File: config.mk
export PLATFORM = sky130hd
export DESIGN_NAME = sbsd_top
export DESIGN_NICKNAME = d
export VERILOG_FILES = /design/src/include/sbsd_pkg.sv /design/src/hw/sbsd_rate_gen.sv /design/src/hw/sbsd_top.sv
export SDC_FILE = /design/constraint.sdc
export NUM_CORES = 1
export LEC_CHECK = 0
export BUFFER_PORTS_ARGS = -buffer_cell sky130_fd_sc_hd__buf_4
export CORE_MARGIN = 2
export CORE_UTILIZATION = 45
export DETAILED_ROUTE_END_ITERATION = 6
export PLACE_DENSITY = 0.73
export SLEW_MARGIN = 20
export SYNTH_ARGS = -nofsm -noshare
export SYNTH_HDL_FRONTEND = slang
export SYNTH_SLANG_ARGS = --single-unit
File: constraint.sdc
create_clock -name MCLK -period 1.61 [get_ports MCLK]
set_input_delay 0.0805 -clock MCLK [delete_from_list [all_inputs] [get_ports MCLK]]
set_output_delay 0.0805 -clock MCLK [all_outputs]
set_load 0.01 [all_outputs]
File: src/include/sbsd_pkg.sv
package sbsd_pkg;

  // ----------------------------------------------------------------
  // register map (word index on the plain register port)
  // ----------------------------------------------------------------
  localparam logic [2:0] ADDR_TX_CTRL  = 3'h0;   // transmit_status_control
  localparam logic [2:0] ADDR_TX_DATA  = 3'h1;   // transmit_data_reg (write only)
  localparam logic [2:0] ADDR_RX_CTRL  = 3'h2;   // receive_status_control
  localparam logic [2:0] ADDR_RX_DATA  = 3'h3;   // receive_data_reg (read pops)
  localparam logic [2:0] ADDR_RATE     = 3'h4;   // bit_rate_generator divisor
  localparam logic [2:0] ADDR_IRQ_STAT = 3'h5;   // sticky events, write one to clear
  localparam logic [2:0] ADDR_IRQ_MASK = 3'h6;   // interrupt enables

  // ----------------------------------------------------------------
  // field positions
  // ----------------------------------------------------------------
  localparam int TXC_SEND_BREAK = 0;             // send_break_ctl, auto cleared
  localparam int TXC_TX_ENABLE  = 1;             // transmit_enable_bit
  localparam int TXC_SHIFT_EMPT = 2;             // shift_empty_flag, read only
  localparam int TXC_TX_IRQ     = 3;             // transmit_irq_flag, read only
  localparam int RXC_RX_ENABLE  = 0;             // receiver enable
  localparam int RXC_WAKE_EN    = 1;             // auto wake-up, auto cleared
  localparam int RXC_RATE_DET   = 2;             // auto_rate_detect_enable
  localparam int RXC_FRAME_ERR  = 3;             // framing_error_flag, read only
  localparam int RXC_RX_IRQ     = 4;             // receive_irq_flag, read only
  localparam int IRQ_TX_EMPTY   = 0;             // transmit buffer emptied
  localparam int IRQ_RX_EVENT   = 1;             // byte or wake event received
  localparam int IRQ_FRAME_ERR  = 2;             // stop bit sampled low
  localparam int IRQ_BITS       = 3;

  // ----------------------------------------------------------------
  // reset values and framing counts
  // ----------------------------------------------------------------
  localparam logic [7:0] RATE_RESET   = 8'h40;   // plain default divisor
  localparam logic [3:0] OVERSAMPLE_LAST = 4'hF; // sixteen ticks per bit
  localparam logic [3:0] MID_BIT      = 4'h7;    // start bit checked mid way
  localparam logic [3:0] NORMAL_BITS  = 4'hA;    // start, eight data, stop
  localparam logic [3:0] BREAK_BITS   = 4'hE;    // start, twelve zeros, stop
  localparam logic [2:0] DATA_LAST    = 3'h7;    // eighth data bit index
  localparam logic [1:0] WAKE_EDGES   = 2'h2;    // transitions watched on wake

endpackage

File: src/hw/sbsd_rate_gen.sv
`timescale 1ns/1ps

// ------------------------------------------------------------------
// bit_rate_generator: one tick every divisor+1 clocks (16x bit rate)
// ------------------------------------------------------------------
module sbsd_rate_gen #(
  parameter int W = 8                     // divisor width
) (
  input  wire logic         clk,
  input  wire logic         rst,
  input  wire logic [W-1:0] divisor,     // reload value
  output logic              tick         // one-cycle pulse
);

  logic [W-1:0] cnt_reg;                  // down counter

  // count down, reload and pulse at zero
  always_ff @(posedge clk) begin
    if (rst) begin
      cnt_reg <= '0;
      tick    <= 1'b0;
    end else if (cnt_reg == '0) begin
      cnt_reg <= divisor;
      tick    <= 1'b1;
    end else begin
      cnt_reg <= cnt_reg - 1'b1;
      tick    <= 1'b0;
    end
  end

endmodule

File: src/hw/sbsd_top.sv
`timescale 1ns/1ps

module sbsd_top #(
  parameter int RATE_W = 8                // divisor width
) (
  input  wire logic       MCLK,
  input  wire logic       RST,
  input  wire logic [2:0] ADDR,
  input  wire logic [7:0] WDATA,
  input  wire logic       WR,
  input  wire logic       RD,
  output logic      [7:0] RDATA,
  input  wire logic       RXD,
  output logic            TXD,
  output logic            IRQ
);

  // ----------------------------------------------------------------
  // declarations
  // ----------------------------------------------------------------
  localparam int IRQ_BITS_W = sbsd_pkg::IRQ_BITS;  // sticky event count

  typedef enum logic [1:0] {
    RX_IDLE  = 2'b00,
    RX_START = 2'b01,
    RX_DATA  = 2'b10,
    RX_STOP  = 2'b11
  } sbsd_rx_state_e;

  logic [RATE_W-1:0]   rate_reg;          // divisor for the rate generator
  logic                tick;              // 16x bit-rate tick
  logic                send_break_reg;    // send_break_ctl
  logic                tx_en_reg;         // transmit_enable_bit
  logic                rx_en_reg;         // receiver enable
  logic                wake_en_reg;       // auto wake-up armed
  logic                rate_det_reg;      // auto_rate_detect_enable
  logic [7:0]          tx_buf_reg;        // transmit_data_reg holding byte
  logic                tx_full_reg;       // buffer holds a byte
  logic                tx_busy_reg;       // shifter active
  logic                tx_brk_reg;        // current frame is a break
  logic [13:0]         tx_shift_reg;      // frame bits, lsb first
  logic [3:0]          tx_bit_reg;        // bit index within frame
  logic [3:0]          tx_tick_reg;       // tick within bit
  logic                txd_reg;           // line driver
  logic                tx_load;           // buffer moves to shifter
  logic                tx_done;           // last bit time ends
  logic [3:0]          tx_bits;           // frame length
  logic                rx_s1_reg;         // synchroniser first stage
  logic                rx_s2_reg;         // synchronised line
  logic                rx_prev_reg;       // previous synchronised level
  sbsd_rx_state_e      rx_state_reg;      // receiver state
  logic [3:0]          rx_tick_reg;       // tick within bit
  logic [2:0]          rx_bit_reg;        // data bit index
  logic [7:0]          rx_shift_reg;      // assembling byte
  logic [7:0]          rx_data_reg;       // receive_data_reg
  logic                rx_full_reg;       // byte waiting
  logic                rx_framing_error_flag_reg;       // framing_error_flag
  logic                wake_pend_reg;     // wake event waiting
  logic [1:0]          wake_cnt_reg;      // transitions seen while armed
  logic                rx_edge;           // line changed
  logic                wake_hit;          // second transition seen
  logic                rx_done;           // stop bit sampled
  logic [IRQ_BITS_W-1:0] irq_stat_reg;    // sticky event bits
  logic [IRQ_BITS_W-1:0] irq_mask_reg;    // event enables
  logic [IRQ_BITS_W-1:0] irq_set;         // events this cycle
  logic                wr_tx_data;        // software write of transmit byte
  logic                rd_rx_data;        // software read of received byte

  // ----------------------------------------------------------------
  // bus decode
  // ----------------------------------------------------------------
  assign wr_tx_data = WR && (ADDR == sbsd_pkg::ADDR_TX_DATA);
  assign rd_rx_data = RD && (ADDR == sbsd_pkg::ADDR_RX_DATA);

  // ----------------------------------------------------------------
  // rate generator
  // ----------------------------------------------------------------
  sbsd_rate_gen #(
    .W       (RATE_W)
  ) u_rate (
    .clk     (MCLK),
    .rst     (RST),
    .divisor (rate_reg),
    .tick    (tick)
  );

  // divisor register
  always_ff @(posedge MCLK) begin
    if (RST) begin
      rate_reg <= RATE_W'(sbsd_pkg::RATE_RESET);
    end else if (WR && ADDR == sbsd_pkg::ADDR_RATE) begin
      rate_reg <= RATE_W'(WDATA);
    end
  end

  // ----------------------------------------------------------------
  // transmit control bits
  // ----------------------------------------------------------------
  // hardware clear of send-break wins over a same-cycle software write
  always_ff @(posedge MCLK) begin
    if (RST) begin
      send_break_reg <= 1'b0;
      tx_en_reg      <= 1'b0;
    end else begin
      if (WR && ADDR == sbsd_pkg::ADDR_TX_CTRL) begin
        send_break_reg <= WDATA[sbsd_pkg::TXC_SEND_BREAK];
        tx_en_reg      <= WDATA[sbsd_pkg::TXC_TX_ENABLE];
      end
      if (tx_done && tx_brk_reg) begin
        send_break_reg <= 1'b0;
      end
    end
  end

  // ----------------------------------------------------------------
  // transmit buffer
  // ----------------------------------------------------------------
  // shifter takes the buffer when idle and enabled
  assign tx_load = tx_full_reg && !tx_busy_reg && tx_en_reg;
  assign tx_bits = tx_brk_reg ? sbsd_pkg::BREAK_BITS : sbsd_pkg::NORMAL_BITS;
  assign tx_done = tx_busy_reg && tick && (tx_tick_reg == sbsd_pkg::OVERSAMPLE_LAST)
                   && (tx_bit_reg == tx_bits - 4'h1);

  // one-byte holding buffer; a write while full is dropped
  always_ff @(posedge MCLK) begin
    if (RST) begin
      tx_buf_reg  <= 8'h00;
      tx_full_reg <= 1'b0;
    end else if (tx_load) begin
      tx_full_reg <= 1'b0;
    end else if (wr_tx_data && !tx_full_reg) begin
      tx_buf_reg  <= WDATA;
      tx_full_reg <= 1'b1;
    end
  end

  // ----------------------------------------------------------------
  // transmit shifter
  // ----------------------------------------------------------------
  always_ff @(posedge MCLK) begin
    if (RST) begin
      tx_busy_reg  <= 1'b0;
      tx_brk_reg   <= 1'b0;
      tx_shift_reg <= 14'h0000;
      tx_bit_reg   <= 4'h0;
      tx_tick_reg  <= 4'h0;
      txd_reg      <= 1'b1;
    end else if (tx_load) begin
      tx_busy_reg <= 1'b1;
      tx_brk_reg  <= send_break_reg;
      tx_bit_reg  <= 4'h0;
      tx_tick_reg <= 4'h0;
      txd_reg     <= 1'b0;                                   // start bit
      if (send_break_reg) begin
        tx_shift_reg <= 14'h2000;
      end else begin
        tx_shift_reg <= {4'h0, 1'b1, tx_buf_reg, 1'b0};
      end
    end else if (tx_done) begin
      tx_busy_reg <= 1'b0;
      txd_reg     <= 1'b1;
    end else if (tx_busy_reg && tick) begin
      tx_tick_reg <= tx_tick_reg + 4'h1;
      if (tx_tick_reg == sbsd_pkg::OVERSAMPLE_LAST) begin
        // next bit of the frame onto the line
        tx_bit_reg   <= tx_bit_reg + 4'h1;
        tx_shift_reg <= {1'b0, tx_shift_reg[13:1]};
        txd_reg      <= tx_shift_reg[1];
      end
    end
  end

  assign TXD = txd_reg;

  // ----------------------------------------------------------------
  // receive line synchroniser
  // ----------------------------------------------------------------
  always_ff @(posedge MCLK) begin
    if (RST) begin
      rx_s1_reg   <= 1'b1;
      rx_s2_reg   <= 1'b1;
      rx_prev_reg <= 1'b1;
    end else begin
      rx_s1_reg   <= RXD;
      rx_s2_reg   <= rx_s1_reg;
      rx_prev_reg <= rx_s2_reg;
    end
  end

  assign rx_edge  = rx_s2_reg != rx_prev_reg;
  assign wake_hit = wake_en_reg && rx_edge && (wake_cnt_reg == sbsd_pkg::WAKE_EDGES - 2'h1);
  assign rx_done  = (rx_state_reg == RX_STOP) && tick && (rx_tick_reg == sbsd_pkg::OVERSAMPLE_LAST);

  // ----------------------------------------------------------------
  // receive control bits
  // ----------------------------------------------------------------
  // wake-up disarms itself after the second transition
  always_ff @(posedge MCLK) begin
    if (RST) begin
      rx_en_reg    <= 1'b0;
      wake_en_reg  <= 1'b0;
      rate_det_reg <= 1'b0;
    end else begin
      if (WR && ADDR == sbsd_pkg::ADDR_RX_CTRL) begin
        rx_en_reg    <= WDATA[sbsd_pkg::RXC_RX_ENABLE];
        wake_en_reg  <= WDATA[sbsd_pkg::RXC_WAKE_EN];
        rate_det_reg <= WDATA[sbsd_pkg::RXC_RATE_DET];
      end
      if (wake_hit) begin
        wake_en_reg <= 1'b0;
      end
    end
  end

  // transition counter for the wake-up watch
  always_ff @(posedge MCLK) begin
    if (RST || !wake_en_reg) begin
      wake_cnt_reg <= 2'h0;
    end else if (rx_edge) begin
      wake_cnt_reg <= wake_cnt_reg + 2'h1;
    end
  end

  // ----------------------------------------------------------------
  // receive state machine
  // ----------------------------------------------------------------
  always_ff @(posedge MCLK) begin
    if (RST) begin
      rx_state_reg <= RX_IDLE;
      rx_tick_reg  <= 4'h0;
      rx_bit_reg   <= 3'h0;
      rx_shift_reg <= 8'h00;
    end else begin
      unique case (rx_state_reg)
        RX_IDLE: begin
          // falling edge starts a frame unless the wake watch owns the line
          rx_tick_reg <= 4'h0;
          if (rx_en_reg && !wake_en_reg && rx_edge && !rx_s2_reg) begin
            rx_state_reg <= RX_START;
          end
        end
        RX_START: begin
          if (tick) begin
            rx_tick_reg <= rx_tick_reg + 4'h1;
            if (rx_tick_reg == sbsd_pkg::MID_BIT) begin
              // glitch check in mid start bit
              rx_tick_reg  <= 4'h0;
              rx_bit_reg   <= 3'h0;
              rx_state_reg <= rx_s2_reg ? RX_IDLE : RX_DATA;
            end
          end
        end
        RX_DATA: begin
          if (tick) begin
            rx_tick_reg <= rx_tick_reg + 4'h1;
            if (rx_tick_reg == sbsd_pkg::OVERSAMPLE_LAST) begin
              // sample in the middle of each data bit, lsb first
              rx_shift_reg <= {rx_s2_reg, rx_shift_reg[7:1]};
              rx_bit_reg   <= rx_bit_reg + 3'h1;
              if (rx_bit_reg == sbsd_pkg::DATA_LAST) begin
                rx_state_reg <= RX_STOP;
              end
            end
          end
        end
        RX_STOP: begin
          if (tick) begin
            rx_tick_reg <= rx_tick_reg + 4'h1;
            if (rx_done) begin
              rx_state_reg <= RX_IDLE;
            end
          end
        end
      endcase
    end
  end

  // ----------------------------------------------------------------
  // receive data and flags
  // ----------------------------------------------------------------
  // a break lands here as zero data with framing error, flag set
  always_ff @(posedge MCLK) begin
    if (RST) begin
      rx_data_reg <= 8'h00;
      rx_full_reg <= 1'b0;
      rx_framing_error_flag_reg <= 1'b0;
    end else if (rx_done) begin
      rx_data_reg <= rx_shift_reg;
      rx_full_reg <= 1'b1;
      rx_framing_error_flag_reg <= !rx_s2_reg;
    end else if (rd_rx_data) begin
      rx_full_reg <= 1'b0;
      rx_framing_error_flag_reg <= 1'b0;
    end
  end

  // wake event holds the receive flag until the data is read
  always_ff @(posedge MCLK) begin
    if (RST) begin
      wake_pend_reg <= 1'b0;
    end else if (wake_hit) begin
      wake_pend_reg <= 1'b1;
    end else if (rd_rx_data) begin
      wake_pend_reg <= 1'b0;
    end
  end

  // ----------------------------------------------------------------
  // interrupts
  // ----------------------------------------------------------------
  assign irq_set = {rx_done && !rx_s2_reg, rx_done || wake_hit, tx_load};

  // sticky bits, set wins over write-one-to-clear
  always_ff @(posedge MCLK) begin
    if (RST) begin
      irq_stat_reg <= '0;
    end else if (WR && ADDR == sbsd_pkg::ADDR_IRQ_STAT) begin
      irq_stat_reg <= (irq_stat_reg & ~WDATA[IRQ_BITS_W-1:0]) | irq_set;
    end else begin
      irq_stat_reg <= irq_stat_reg | irq_set;
    end
  end

  // mask register
  always_ff @(posedge MCLK) begin
    if (RST) begin
      irq_mask_reg <= '0;
    end else if (WR && ADDR == sbsd_pkg::ADDR_IRQ_MASK) begin
      irq_mask_reg <= WDATA[IRQ_BITS_W-1:0];
    end
  end

  assign IRQ = |(irq_stat_reg & irq_mask_reg);

  // ----------------------------------------------------------------
  // read port
  // ----------------------------------------------------------------
  // read data valid in the cycle after the strobe, zero otherwise
  always_ff @(posedge MCLK) begin
    if (RST || !RD) begin
      RDATA <= 8'h00;
    end else begin
      unique case (ADDR)
        sbsd_pkg::ADDR_TX_CTRL: begin
          RDATA <= {4'h0, !tx_full_reg, !tx_busy_reg, tx_en_reg, send_break_reg};
        end
        sbsd_pkg::ADDR_RX_CTRL: begin
          RDATA <= {3'h0, rx_full_reg || wake_pend_reg, rx_framing_error_flag_reg,
                    rate_det_reg, wake_en_reg, rx_en_reg};
        end
        sbsd_pkg::ADDR_RX_DATA: begin
          RDATA <= rx_data_reg;
        end
        sbsd_pkg::ADDR_RATE: begin
          RDATA <= 8'(rate_reg);
        end
        sbsd_pkg::ADDR_IRQ_STAT: begin
          RDATA <= {5'h00, irq_stat_reg};
        end
        sbsd_pkg::ADDR_IRQ_MASK: begin
          RDATA <= {5'h00, irq_mask_reg};
        end
        default: begin
          RDATA <= 8'h00;                                    // write-only or unmapped
        end
      endcase
    end
  end

endmodule

=== Yosys cells after proc, flatten, opt, wreduce, memory -nomap -nowiden ===
Index checks and enable logic that the tools add are counted.

* Equality and inequality tests: 26
* Reduce and logical (&&, ||, !) cells: 56
* Mux-type cells: 39
* Bitwise gates (word level): 7
* $add $sub $neg: 7

{| class="wikitable"
|+ Operators by type and width
! kind !! count
|-
| 14-bit 2-to-1 mux || 5
|-
| 8-bit one-hot mux with 6 select lines || 1
|-
| 1-bit logical AND || 22
|-
| 2-bit 2-to-1 mux || 9
|-
| 3-bit 2-to-1 mux || 6
|-
| 4-bit by 1-bit adder with 4-bit output (second input constant) || 3
|-
| 3-bit equality test (second input constant) || 4
|-
| 4-bit 2-to-1 mux || 3
|-
| 2-bit != test (second input constant) || 6
|-
| 4-bit one-hot mux with 3 select lines || 1
|-
| 2-bit nonzero test || 6
|-
| 1-bit 2-to-1 mux || 11
|-
| 3-bit AND reduction || 3
|-
| 4-bit equality test (second input constant) || 2
|-
| 8-bit zero test || 1
|-
| 8-bit 2-to-1 mux || 1
|-
| 2-bit by 1-bit != test with 1-bit output (second input constant) || 4
|-
| 2-bit one-hot mux with 4 select lines || 1
|-
| 2-bit AND reduction || 4
|-
| 8-bit AND reduction || 1
|-
| 2-bit OR reduction || 4
|-
| 8-bit by 1-bit subtractor with 8-bit output (second input constant) || 1
|-
| 3-bit AND || 2
|-
| 3-bit by 2-bit equality test with 1-bit output (second input constant) || 2
|-
| other kinds (20) || 32
|}

* Word-level logic and storage cells: 166
* Flip-flop bits (word level): 103
* Output and inout port bits: 10

=== Logic depth before layout (Yosys ltp) ===
Gate-level depths: netlist of run 1.

* Depth after elaboration: 6
* Mapped depth: 7

=== Modules after synthesis ===
From an unflattened synthesis of run 1, not the netlist that was laid out.

* Cell total of the unflattened synthesis: 493
* Area, all modules: 4420.5 um^2

{| class="wikitable"
|+ By module, submodules not included
! module !! sequential area each (um^2) !! area each (um^2) !! cells each !! times used
|-
| sbsd_top || 1861.8 || 3910.0 || 437 || 1
|-
| sbsd_rate_gen || 180.2 || 510.5 || 56 || 1
|}

=== Worst setup path before layout of run 1 ===
Ideal clock, no wire load.

* Path type: register to register
* Start point: reg tx_tick_reg[0]
* End point: reg tx_shift_reg[1]
* Required time: 1.549 ns
* Setup slack: 0.021 ns
* Cell stages (with the launch flop): 6
* Library setup time: 0.061 ns
* Arrival time: 1.528 ns
* Path through: dfxtp_1 > ha_1 > nand2_1 > or4_4 > a21oi_1 > a221o_1

* Cells in the longest elaborated chain, start to end: 5
* Elaborated cells on any way between the ends: 6

{| class="wikitable"
|+ Ends and longest elaborated chain
! what !! RTL line !! source
|-
| start, declared || sbsd_top.sv:43 || <nowiki>logic [3:0] tx_tick_reg;</nowiki>
|-
| start signal, assigned || sbsd_top.sv:163 || <nowiki>tx_tick_reg <= tx_tick_reg + 4'h1;</nowiki>
|-
| 4-bit equality test (*) || sbsd_top.sv:121, sbsd_top.sv:164 ||
|-
| 1-bit logical AND || sbsd_top.sv:121 || <nowiki>assign tx_done = tx_busy_reg && tick && (tx_tick_reg == sbsd_pkg::OVERSAMPLE_LAST)</nowiki>
|-
| 1-bit logical AND || sbsd_top.sv:122 || <nowiki>&& (tx_bit_reg == tx_bits - 4'h1);</nowiki>
|-
| 2-bit != test (no line) || -- ||
|-
| 3-bit AND reduction (no line) (*) || -- ||
|-
| end signal, assigned || sbsd_top.sv:157 || <nowiki>tx_shift_reg <= {4'h0, 1'b1, tx_buf_reg, 1'b0};</nowiki>
|-
| end signal, assigned || sbsd_top.sv:167 || <nowiki>tx_shift_reg <= {1'b0, tx_shift_reg[13:1]};</nowiki>
|-
| end, declared || sbsd_top.sv:41 || <nowiki>logic [13:0] tx_shift_reg;</nowiki>
|}

Mark *: on every way between the ends. The rest lies on a longest branch, timed or not.
A chain may end at the register's enable or synchronous reset.

=== Final worst setup path of run 1 ===
* Start point: reg u_rate.cnt_reg[1]
* End point: reg u_rate.cnt_reg[6]

* Cells in the longest elaborated chain, start to end: 2
* Elaborated cells on any way between the ends: 3

{| class="wikitable"
|+ Ends and longest elaborated chain
! what !! RTL line !! source
|-
| start, declared || sbsd_rate_gen.sv:15 || <nowiki>logic [W-1:0] cnt_reg;</nowiki>
|-
| start signal, assigned || sbsd_rate_gen.sv:23 || <nowiki>cnt_reg <= divisor;</nowiki>
|-
| start signal, assigned || sbsd_rate_gen.sv:26 || <nowiki>cnt_reg <= cnt_reg - 1'b1;</nowiki>
|-
| 8-bit by 1-bit subtractor with 8-bit output / 8-bit zero test (equally long branches) || sbsd_rate_gen.sv:26, sbsd_rate_gen.sv:22 ||
|-
| 8-bit 2-to-1 mux (*) || sbsd_rate_gen.sv:22 || <nowiki>end else if (cnt_reg == '0) begin</nowiki>
|}

Marks and branches as above.

==> results of run 1 <==
through the flow:
stage,cells,util,setup TNS [ns]
6_report,673,0.562,0
5_1_grt,673,0.562,-0.0809
4_1_cts,670,0.546,0
3_5_place_dp,648,0.518,-1.13
3_3_place_gp,648,0.518,-0.0348
2_1_floorplan,489,-,0
placed cells by master (no fill, tap or decap), types with 3 or more instances in the layout:
master,Yosys,routed
nor3b_1,5,3
nor2_1,61,61
nand4b_1,4,4
dfxtp_1,102,92
nand3_1,32,32
mux2_2,4,4
nand4_1,3,3
nor2b_1,4,3
mux2i_1,36,36
a211oi_1,9,8
xnor2_1,6,6
clkbuf_8,0,10
dfxtp_2,0,9
a32oi_1,3,3
nor3_1,12,12
a21o_1,5,5
ha_1,9,5
nand3b_1,5,5
xor2_1,3,3
dlygate4sd3_1,0,6
nand2_1,52,50
a21oi_1,34,32
or2_2,3,3
a31oi_1,5,5
inv_1,9,8
ha_4,0,3
nand2b_1,9,9
o21ai_0,10,10
buf_4,1,61
or3_1,3,3
layout make-up:
| class | count | area [sq um] | share of cell area |
|---|---|---|---|
| multi-input cells | 349 | 2280 | 0.436 |
| flip-flops and latches | 102 | 2060 | 0.392 |
| repair buffers | 68 | 529 | 0.101 |
| well taps | 129 | 161 | 0.0308 |
| clock buffers | 12 | 145 | 0.0277 |
| inverters | 9 | 33.8 | 0.00644 |
| clock inverters | 4 | 32.5 | 0.00620 |
worst min path at each step:
stage,endpoint,from,slack [ns],cells past startpoint
2_1_floorplan,rx_s1_reg,RXD,0.18,1
3_3_place_gp,rx_s1_reg,RXD,0.27,2
3_5_place_dp,rx_s1_reg,RXD,0.27,2
4_1_cts,irq_mask_reg[2],WDATA[2],0.01,3
5_1_grt,rate_reg[2],WDATA[2],0.02,3
6_report,irq_mask_reg[2],WDATA[2],0.03,3
cells by family (layout without fill, tap and decap cells):
| family | after synthesis | in the layout | share of synthesized area |
|---|---|---|---|
| buf+inv | 38 | 93 | 0.0354 |
| simple gates | 207 | 207 | 0.232 |
| flops | 102 | 102 | 0.469 |
| xor+xnor | 9 | 9 | 0.0181 |
| compound gates | 84 | 84 | 0.126 |
| fa+ha+maj | 9 | 9 | 0.0259 |
| mux | 40 | 40 | 0.0932 |
what timing repair did:
action / CTS / global route
endpoints found under the setup margin: 19 / 46
buffers inserted: 0 / 3
hold buffers: 6 / 0
pin swaps: 1 / 4
hold endpoints to repair: 11 / 0
gates resized for setup: 8 / 32
worst min-delay path: stages:
cell and delay (ns):
buf_4 0.13, mux2i_1 0.07, nor2_1 0.07
where the power goes:
part	total, mW	switching (mW)	internal, mW
sequential	2.77	0.126	2.64
combinational	0.993	0.486	0.507
clock	1.47	0.856	0.611
routing by layer:
metal	up-vias	part of all wire	track usage
li1	1825	-	-
met1	1697	0.46	0.238
met2	75	0.48	0.314
met3	15	0.044	0.0404
met4	0	0.016	0.0667
met5	-	0	0
==> key figures, run 1 <==
Cells and area
  • Diodes inserted: 0
  • Design Area, Final: roughly 5200 sq um
  • Nets: 564
  • Share of layout cells above drive strength 1: 0.221
  • Number of flip-flops in the largest register: 13
  • Area Overhead vs Synth: 20.5%
  • FILL cells: 819

Place
  • Placed inst area: between 4000 and 5000 sq um
  • RePlAce Congestion: just under 0.9
  • Post-detail-place hpwl: ~6600 microns
  • Dpl ws: -0.110 ns
  • Port Buffers: 25

Floorplan
  • Total core area: roughly 9300 sq um
  • Die height: ~100 microns
  • Die footprint: 10500 sq um
  • Initial Util: 0.466
  • IO Count: 26
  • Die W: around 100 microns
  • Number of cell rows: 35

Clocking
  • Clock buffer count from CTS: 9
  • Worst skew pair latency: around 0.37 ns
  • Sink Count: slightly above 100
  • CTS tree: built
  • Clock Path Buffers: 2
  • CTS root buf: clkbuf_8
  • Clock slew at reported path FFs: approximately 0.090 ns
  • H-tree lvl count: 3

Synth
  • Top cells by count, synth: dfxtp_1 (102), nor2_1 (61), nand2_1 (52), mux2i_1 (36), a21oi_1 (34)
  • Top cell type's share of synthesized area: 0.469
  • Yosys top cell by area: dfxtp_1
  • Synth top area cells: dfxtp_1 (47%), mux2i_1 (8.3%), nor2_1 (5.3%), nand2_1 (4.5%), a21oi_1 (3.9%)
  • Yosys warning count: 0
  • Synthesized instance count: about 500
  • Flops & latches, synth: a little over 100
  • Post-synthesis cell area: 4350 sq um
  • Async SR Flop Fraction: 0
  • Post-synthesis cell type count: between 50 and 60
  • Syn_nets: just over 500
  • Seq/Total Area, Yosys: 0.469
  • Number of synthesized flops with an enable pin: 0
  • Mean post-synth cell area: 8.90 sq um
  • Top-count cell post-synth: dfxtp_1
  • Ys flop type: dfxtp_1

Worst setup path
  • CP startpoint: u_rate.cnt_reg[1]
  • Cell depth of the worst setup path: 7
  • Reg2Reg Setup Slack: 0.008 ns
  • Arrival @ worst endpoint: approximately 1.9 ns
  • R2r worst-path depth: 7
  • CP Capture Type: flop
  • Delay-heaviest family, CP: flip-flops
  • CP max stage delay: between 0.3 and 0.4 ns
  • Worst flop-to-flop path endpoint: u_rate.cnt_reg[6]
  • Crit Path Class: reg -> reg
  • Slowest CP cell: dfxtp_2
  • Crit path to: u_rate.cnt_reg[6]
  • Reg2reg start: u_rate.cnt_reg[1]
  • Critical path required time: between 1.5 and 2 ns
  • Crit path max fanout: 3
  • Worst Setup Start Kind: flop
  • Worst path bufs/invs: 2
  • Cells along the critical path: inv_1 > ha_2 > nor4b_4 > buf_4 > mux2_2 > a21oi_1 > a311oi_1

Power
  • Cell Pwr Density: ~1000 nW/um^2
  • Max IR drop VDD: 0.523 mV
  • Overall power: 5.23 mW
  • Leak pwr: 1.88 nW

STA
  • Worst Setup Slack, final: slightly above 0.008 ns
  • Final Hold Viols: 0
  • Slew at the pin with the worst max-slew slack: around 0.52 ns
  • Pins over their slew limit: 0
  • Fin crit period: between 1.5 and 2 ns
  • Final setup viols: 0
  • Unrepaired setup endpoints after global routing: yes
  • FMAX: approximately 0.62 GHz
  • Slew headroom: 0.654
  • Min Hold Slack: around 0.026 ns
  • Clock Skew: just under 0.009 ns
  • Tcrit/Tclk final: 0.995

Detailed routing
  • DRT antenna net count: 0
  • Wirelength per Cell: 13.9 microns
  • WL final: 9390 microns
  • Detailed-route DRC error count: 0
  • TritonRoute pass-1 iters: 5
  • 1st-iter DRT viols: roughly 180
  • DR vias: ~3.6k
  • Vias per cell: 5.37

GRT
  • First-pass GRT wire length: ~15000 microns
  • Number of global-route vias before repair: 3387
  • Aggregate global-route resource usage: 0.187
  • GRT overflow: 0
  • Initial antenna violation count: 0
  • Largest net degree at the start of global routing: 33

Worst hold path
  • Worst hold path type: in -> reg

Outcome
  • Outcome: finished, final reports clean

Flow run
  • Max_cap viols: 0
Note: power is estimated with default switching activity, not from simulation.
==> inputs of run 2 (changes only) <==
--- a/config.mk
+++ b/config.mk
@@ -5,11 +5,12 @@
 export SDC_FILE = /design/constraint.sdc
 export NUM_CORES = 1
 export LEC_CHECK = 0
+export ABC_CLOCK_PERIOD_IN_PS = 1610
 export BUFFER_PORTS_ARGS = -buffer_cell sky130_fd_sc_hd__buf_4
 export CORE_MARGIN = 2
-export CORE_UTILIZATION = 45
+export CORE_UTILIZATION = 54
 export DETAILED_ROUTE_END_ITERATION = 6
-export PLACE_DENSITY = 0.73
+export PLACE_DENSITY = 0.84
 export SLEW_MARGIN = 20
 export SYNTH_ARGS = -nofsm -noshare
 export SYNTH_HDL_FRONTEND = slang
==> key figures, run 2 (synthesis results as in run 1) <==
Cells and area
  • Area Overhead vs Synth: 22.5%
  • Share of layout cells above drive strength 1: 0.238
  • Number of flip-flops in the largest register: 13
  • Commonest non-fill, non-tap cells in the layout: dfxtp_1 (90), nor2_1 (61), buf_4 (59)
  • Diodes inserted: 0
  • Most common cell after layout, fill and taps aside: dfxtp_1
  • Nets: ~570
  • Design Area, Final: approximately 5300 sq um
  • Post-Layout Cell Count: around 650

Power
  • Leak pwr: approximately 2 nW
  • Cell Pwr Density: between 1000 and 1500 nW/um^2
  • Max IR drop VDD: 0.571 mV

Floorplan
  • Die W: ~94 microns
  • Initial Util: 0.560
  • Die height: 93.8 microns
  • Die footprint: just under 9000 sq um
  • Number of cell rows: 32
  • Total core area: ~7800 sq um
  • IO Count: 26

GRT
  • Largest net degree at the start of global routing: 43
  • First-pass GRT wire length: between 15000 and 20000 microns
  • GRT overflow: 0
  • Number of global-route vias before repair: ~3.6k
  • Aggregate global-route resource usage: 0.237
  • Initial antenna violation count: 0

Detailed routing
  • DR WL met2: between 5000 and 6000 microns
  • Detailed-route DRC error count: 0
  • WL final: just over 10000 microns
  • Top sig layer: met4
  • TritonRoute pass-1 iters: 6
  • Vias per cell: 5.81
  • Wirelength per Cell: 15.7 microns
  • 1st-iter DRT viols: 298
  • Wl on met1: roughly 4200 microns
  • DR vias: about 3.8k
  • DRT antenna net count: 0
  • Met3 wire len: 729 microns

STA
  • Slew headroom: 0.627
  • Pins over their slew limit: 0
  • Final Hold Viols: 0
  • Unrepaired setup endpoints after global routing: yes
  • Final setup viols: 0
  • FMAX: 0.625 GHz
  • Clock Skew: 0.0140 ns
  • Final TNS setup: 0 ns
  • Tcrit/Tclk final: 0.995
  • Slew at the pin with the worst max-slew slack: roughly 0.56 ns
  • Fin crit period: between 1.5 and 2 ns

Worst setup path
  • Worst flop-to-flop path endpoint: tx_tick_reg[1]
  • CP Capture Type: flop
  • R2r worst-path depth: 7
  • Reg2reg start: tx_bit_reg[1]
  • Crit path max fanout: 3
  • Reg2Reg Setup Slack: around 0.0088 ns
  • Arrival @ worst endpoint: about 1.9 ns
  • Worst Setup Start Kind: flop
  • Critical path required time: 1.86 ns
  • Crit Path Class: reg -> reg

Place
  • RePlAce Congestion: between 0.8 and 0.9
  • Post-detail-place hpwl: 6760 microns
  • Port Buffers: 25
  • Placed Instances: 621
  • Placed inst area: just under 5000 sq um

Clocking
  • Clock buffer count from CTS: 9
  • CTS tree: built
  • H-tree lvl count: 3
  • Clock Path Buffers: 2
  • Clock slew at reported path FFs: 0.10 ns
  • Worst skew pair latency: between 0.3 and 0.4 ns
  • CTS root buf: clkbuf_8
  • Sink Count: 102

Worst hold path
  • Hold Crit Depth: 3
  • Worst hold path type: in -> reg
  • Hold Path End: rate_det_reg
  • Startpoint of the worst hold path: WDATA[2]

Flow run
  • Max_cap viols: 0

Outcome
  • Outcome: finished, final reports clean
==> run 2: cell types whose count changed in the layout (fill, tap and decap cells not counted), sizes merged <==
cell         previous run  this run
clkinv                  2         0
clkbuf                 12         9
clkinvlp                2         0
dlygate4sd3             6         8
inv                     9        14
buf                    62        63
bufinv                  0         2
==> run 2: critical path, cell delays in order (launching register included) <==
cell	delay, ns
dfxtp_2	0.34
inv_2	0.06
ha_4	0.14
nand2_2	0.06
or4_4	0.55
buf_6	0.15
nand4_1	0.09
a21oi_1	0.08
==> run 2: per-layer routing <==
| metal | vias to the layer above | track usage |
|---|---|---|
| met1 | 1799 | 0.290 |
| li1 | 1833 | - |
| met3 | 14 | 0.0586 |
| met4 | 0 | 0.0773 |
| met5 | - | 0 |
| met2 | 125 | 0.409 |
==> run 2: how the worst max path moves through the flow <==
stage / startpoint / end / slack [ns] / cells after the start
floorplan: tx_tick_reg[0] / tx_shift_reg[1] / 0.02 / 5
finish: tx_bit_reg[1] / tx_tick_reg[1] / 0.009 / 7
global placement: tx_busy_reg / tx_tick_reg[3] / 0.02 / 4
detailed placement: tx_tick_reg[1] / tx_shift_reg[1] / -0.06 / 6
global route: tx_bit_reg[1] / tx_tick_reg[1] / -0.04 / 7
CTS: tx_brk_reg / tx_shift_reg[1] / 0.0005 / 5
==> run 2: stage by stage <==
step           setup WS, ns  total power [mW]  hold slack, ns   util
2_1_floorplan        0.0211              3.35           0.184      -
3_3_place_gp         0.0154              3.64           0.267  0.618
3_5_place_dp        -0.0610              3.67           0.270  0.618
4_1_cts            0.000490              5.59         0.00899  0.663
5_1_grt             -0.0358              5.93          0.0120  0.686
6_report            0.00879              5.70          0.0279  0.686
==> run 2: cell type report <==
class | instances | area [sq um]
clock buffer | 9 | 124
clock inverter | 7 | 111
fill | 580 | 2440
inverter | 9 | 33.8
multi-input combinational | 349 | 2310
sequential | 102 | 2060
tap | 102 | 128
timing repair buffer | 71 | 562
==> run 2: power by group <==
part | switching (mW) | leakage (nW) | internal (mW)
Sequential | 0.141 | 0.831 | 2.64
Combinational | 0.521 | 0.991 | 0.521
Clock | 0.957 | 0.120 | 0.919
==> run 2: what timing repair did <==
item / 4_1_cts / 5_1_grt
hold endpoints to repair: 14 / 0
resized for setup: 12 / 38
hold buffers: 8 / 0
cloned: 0 / 1
pin swaps: 2 / 7
endpoints found under the setup margin: 31 / 47
buffers inserted: 0 / 3
==> inputs of run 3 (changes only) <==
--- a/config.mk
+++ b/config.mk
@@ -6,12 +6,12 @@
 export NUM_CORES = 1
 export LEC_CHECK = 0
 export ABC_CLOCK_PERIOD_IN_PS = 1610
-export BUFFER_PORTS_ARGS = -buffer_cell sky130_fd_sc_hd__buf_4
+export BUFFER_PORTS_ARGS = -buffer_cell sky130_fd_sc_hd__buf_2
 export CORE_MARGIN = 2
 export CORE_UTILIZATION = 54
+export CTS_CLUSTER_DIAMETER = 30
 export DETAILED_ROUTE_END_ITERATION = 6
 export PLACE_DENSITY = 0.84
-export SLEW_MARGIN = 20
 export SYNTH_ARGS = -nofsm -noshare
 export SYNTH_HDL_FRONTEND = slang
 export SYNTH_SLANG_ARGS = --single-unit
==> key figures, run 3 (synthesis results as in run 1) <==
Outcome
  • Outcome: finished, final reports clean

Worst hold path
  • Hold Crit Depth: 2
  • Worst hold path type: in -> reg
  • Startpoint of the worst hold path: RST
  • Hold Path End: TXD

Cells and area
  • Nets: around 570
  • Design Area, Final: ~5200 sq um
  • FILL cells: just under 600
  • Diodes inserted: 0
  • Most common cell after layout, fill and taps aside: dfxtp_1
  • Number of flip-flops in the largest register: 13
  • Commonest non-fill, non-tap cells in the layout: dfxtp_1 (92), nor2_1 (61), nand2_1 (49)
  • Area Overhead vs Synth: 19.8%
  • Share of layout cells above drive strength 1: 0.228

Worst setup path
  • Reg2Reg Setup Slack: about 0.047 ns
  • Critical path required time: 1.87 ns
  • CP Capture Type: flop
  • Crit path max fanout: 4
  • Worst Setup Start Kind: flop
  • R2r worst-path depth: 6
  • Arrival @ worst endpoint: roughly 1.8 ns
  • Worst flop-to-flop path endpoint: tx_shift_reg[1]
  • Reg2reg start: tx_tick_reg[1]
  • Crit Path Class: reg -> reg

GRT
  • First-pass GRT wire length: between 15000 and 20000 microns
  • Largest net degree at the start of global routing: 60
  • Initial antenna violation count: 0
  • GRT overflow: 0
  • Number of global-route vias before repair: around 3.5k
  • Aggregate global-route resource usage: 0.234

STA
  • Slew at the pin with the worst max-slew slack: roughly 0.5 ns
  • Unrepaired setup endpoints after global routing: yes
  • FMAX: roughly 0.64 GHz
  • Slew headroom: 0.661
  • Min Hold Slack: 0.0572 ns
  • Tcrit/Tclk final: 0.971
  • Final Hold Viols: 0
  • Final setup viols: 0
  • Final TNS setup: 0 ns
  • Clock Skew: 0.00598 ns
  • Worst Setup Slack, final: between 0.04 and 0.05 ns
  • Fin crit period: 1.56 ns
  • Pins over their slew limit: 0

Floorplan
  • Die W: 93.8 microns
  • Die footprint: just under 9000 sq um
  • Die height: 93.8 microns
  • Number of cell rows: 32
  • IO Count: 26
  • Initial Util: 0.560
  • Total core area: ~7800 sq um

Clocking
  • Worst skew pair latency: ~0.36 ns
  • Clock slew at reported path FFs: 0.09 ns
  • CTS root buf: clkbuf_8
  • H-tree lvl count: 3
  • Clock buffer count from CTS: 9
  • Clock Path Buffers: 2
  • CTS tree: built
  • Sink Count: 102

Detailed routing
  • DRT antenna net count: 0
  • TritonRoute pass-1 iters: 4
  • WL final: between 9000 and 10000 microns
  • Wirelength per Cell: around 15 microns
  • Detailed-route DRC error count: 0
  • 1st-iter DRT viols: about 220
  • DR vias: approximately 3.7k
  • Vias per cell: 5.70

Power
  • Leak pwr: about 1.9 nW
  • Cell Pwr Density: 1020 nW/um^2
  • Max IR drop VDD: ~0.55 mV
  • Overall power: about 5.3 mW

Place
  • RePlAce Congestion: 0.923
  • Post-detail-place hpwl: between 6000 and 7000 microns
  • Placed inst area: 4770 sq um
  • Dpl ws: -0.157 ns
  • Port Buffers: 25

Flow run
  • Max_cap viols: 0
run 3: changes by cell type in the layout (fill, tap and decap cells not counted), moves of 2 or more:
cell,before,now
inv_2,3,1
dfxtp_1,90,92
buf_2,1,25
dlygate4sd3_1,8,6
nand3_2,2,0
inv_1,6,8
buf_4,59,37
clkinv_2,0,3
inv_8,3,0
dfxtp_2,12,9
run 3: through the flow:
| stage | util | std cells |
|---|---|---|
| 3_5_place_dp | 0.615 | 624 |
| 2_1_floorplan | - | 489 |
| 4_1_cts | 0.652 | 646 |
| 5_1_grt | 0.671 | 650 |
| 3_3_place_gp | 0.615 | 624 |
| 6_report | 0.671 | 650 |
run 3: cell type report:
cell class	instances	area (sq um)	area share
clock buffers	10	128	0.0245
clock inverters	6	61.3	0.0118
inverters	9	33.8	0.00648
multi-input cells	349	2290	0.439
flip-flops and latches	102	2060	0.395
well taps	102	128	0.0245
repair buffers	72	517	0.0992
run 3: power breakdown:
group          leakage, nW  internal [mW]  switching [mW]
Combinational        0.986          0.492           0.502
Clock               0.0964          0.717           0.857
Sequential           0.830           2.64           0.131
run 3: worst max-delay path by stage:
stage,start,end,slack [ns],depth (start not counted)
after floorplan,tx_tick_reg[0],tx_shift_reg[1],0.02,5
after global routing,rx_tick_reg[1],rx_shift_reg[1],-0.05,6
after global placement,rx_tick_reg[0],rx_shift_reg[6],-0.02,6
after CTS,rx_tick_reg[0],rx_shift_reg[6],0.004,6
final,tx_tick_reg[1],tx_shift_reg[1],0.05,6
after detailed placement,rx_tick_reg[0],rx_shift_reg[6],-0.16,6
run 3: per-layer routing:
metal / up-vias / share of wire / GRT usage
met1: 1768 / 0.43 / 0.280
met4: 0 / 0.015 / 0.0942
met2: 86 / 0.50 / 0.410
met3: 17 / 0.055 / 0.0474
met5: - / 0 / 0
li1: 1836 / - / -
run 3: timing repair:
action,in CTS,in global routing
hold buffers,6,0
setup endpoints to repair,20,39
resized for setup,13,29
pin swaps,1,5
hold endpoints to repair,10,0
setup buffers,0,4
run 3: critical path, stage by stage (launching register included):
cell and delay [ns]:
dfxtp_2 0.37, ha_4 0.15, nand2_2 0.08, buf_4 0.16
o21ai_1 0.24, a21oi_4 0.11, a221o_1 0.35
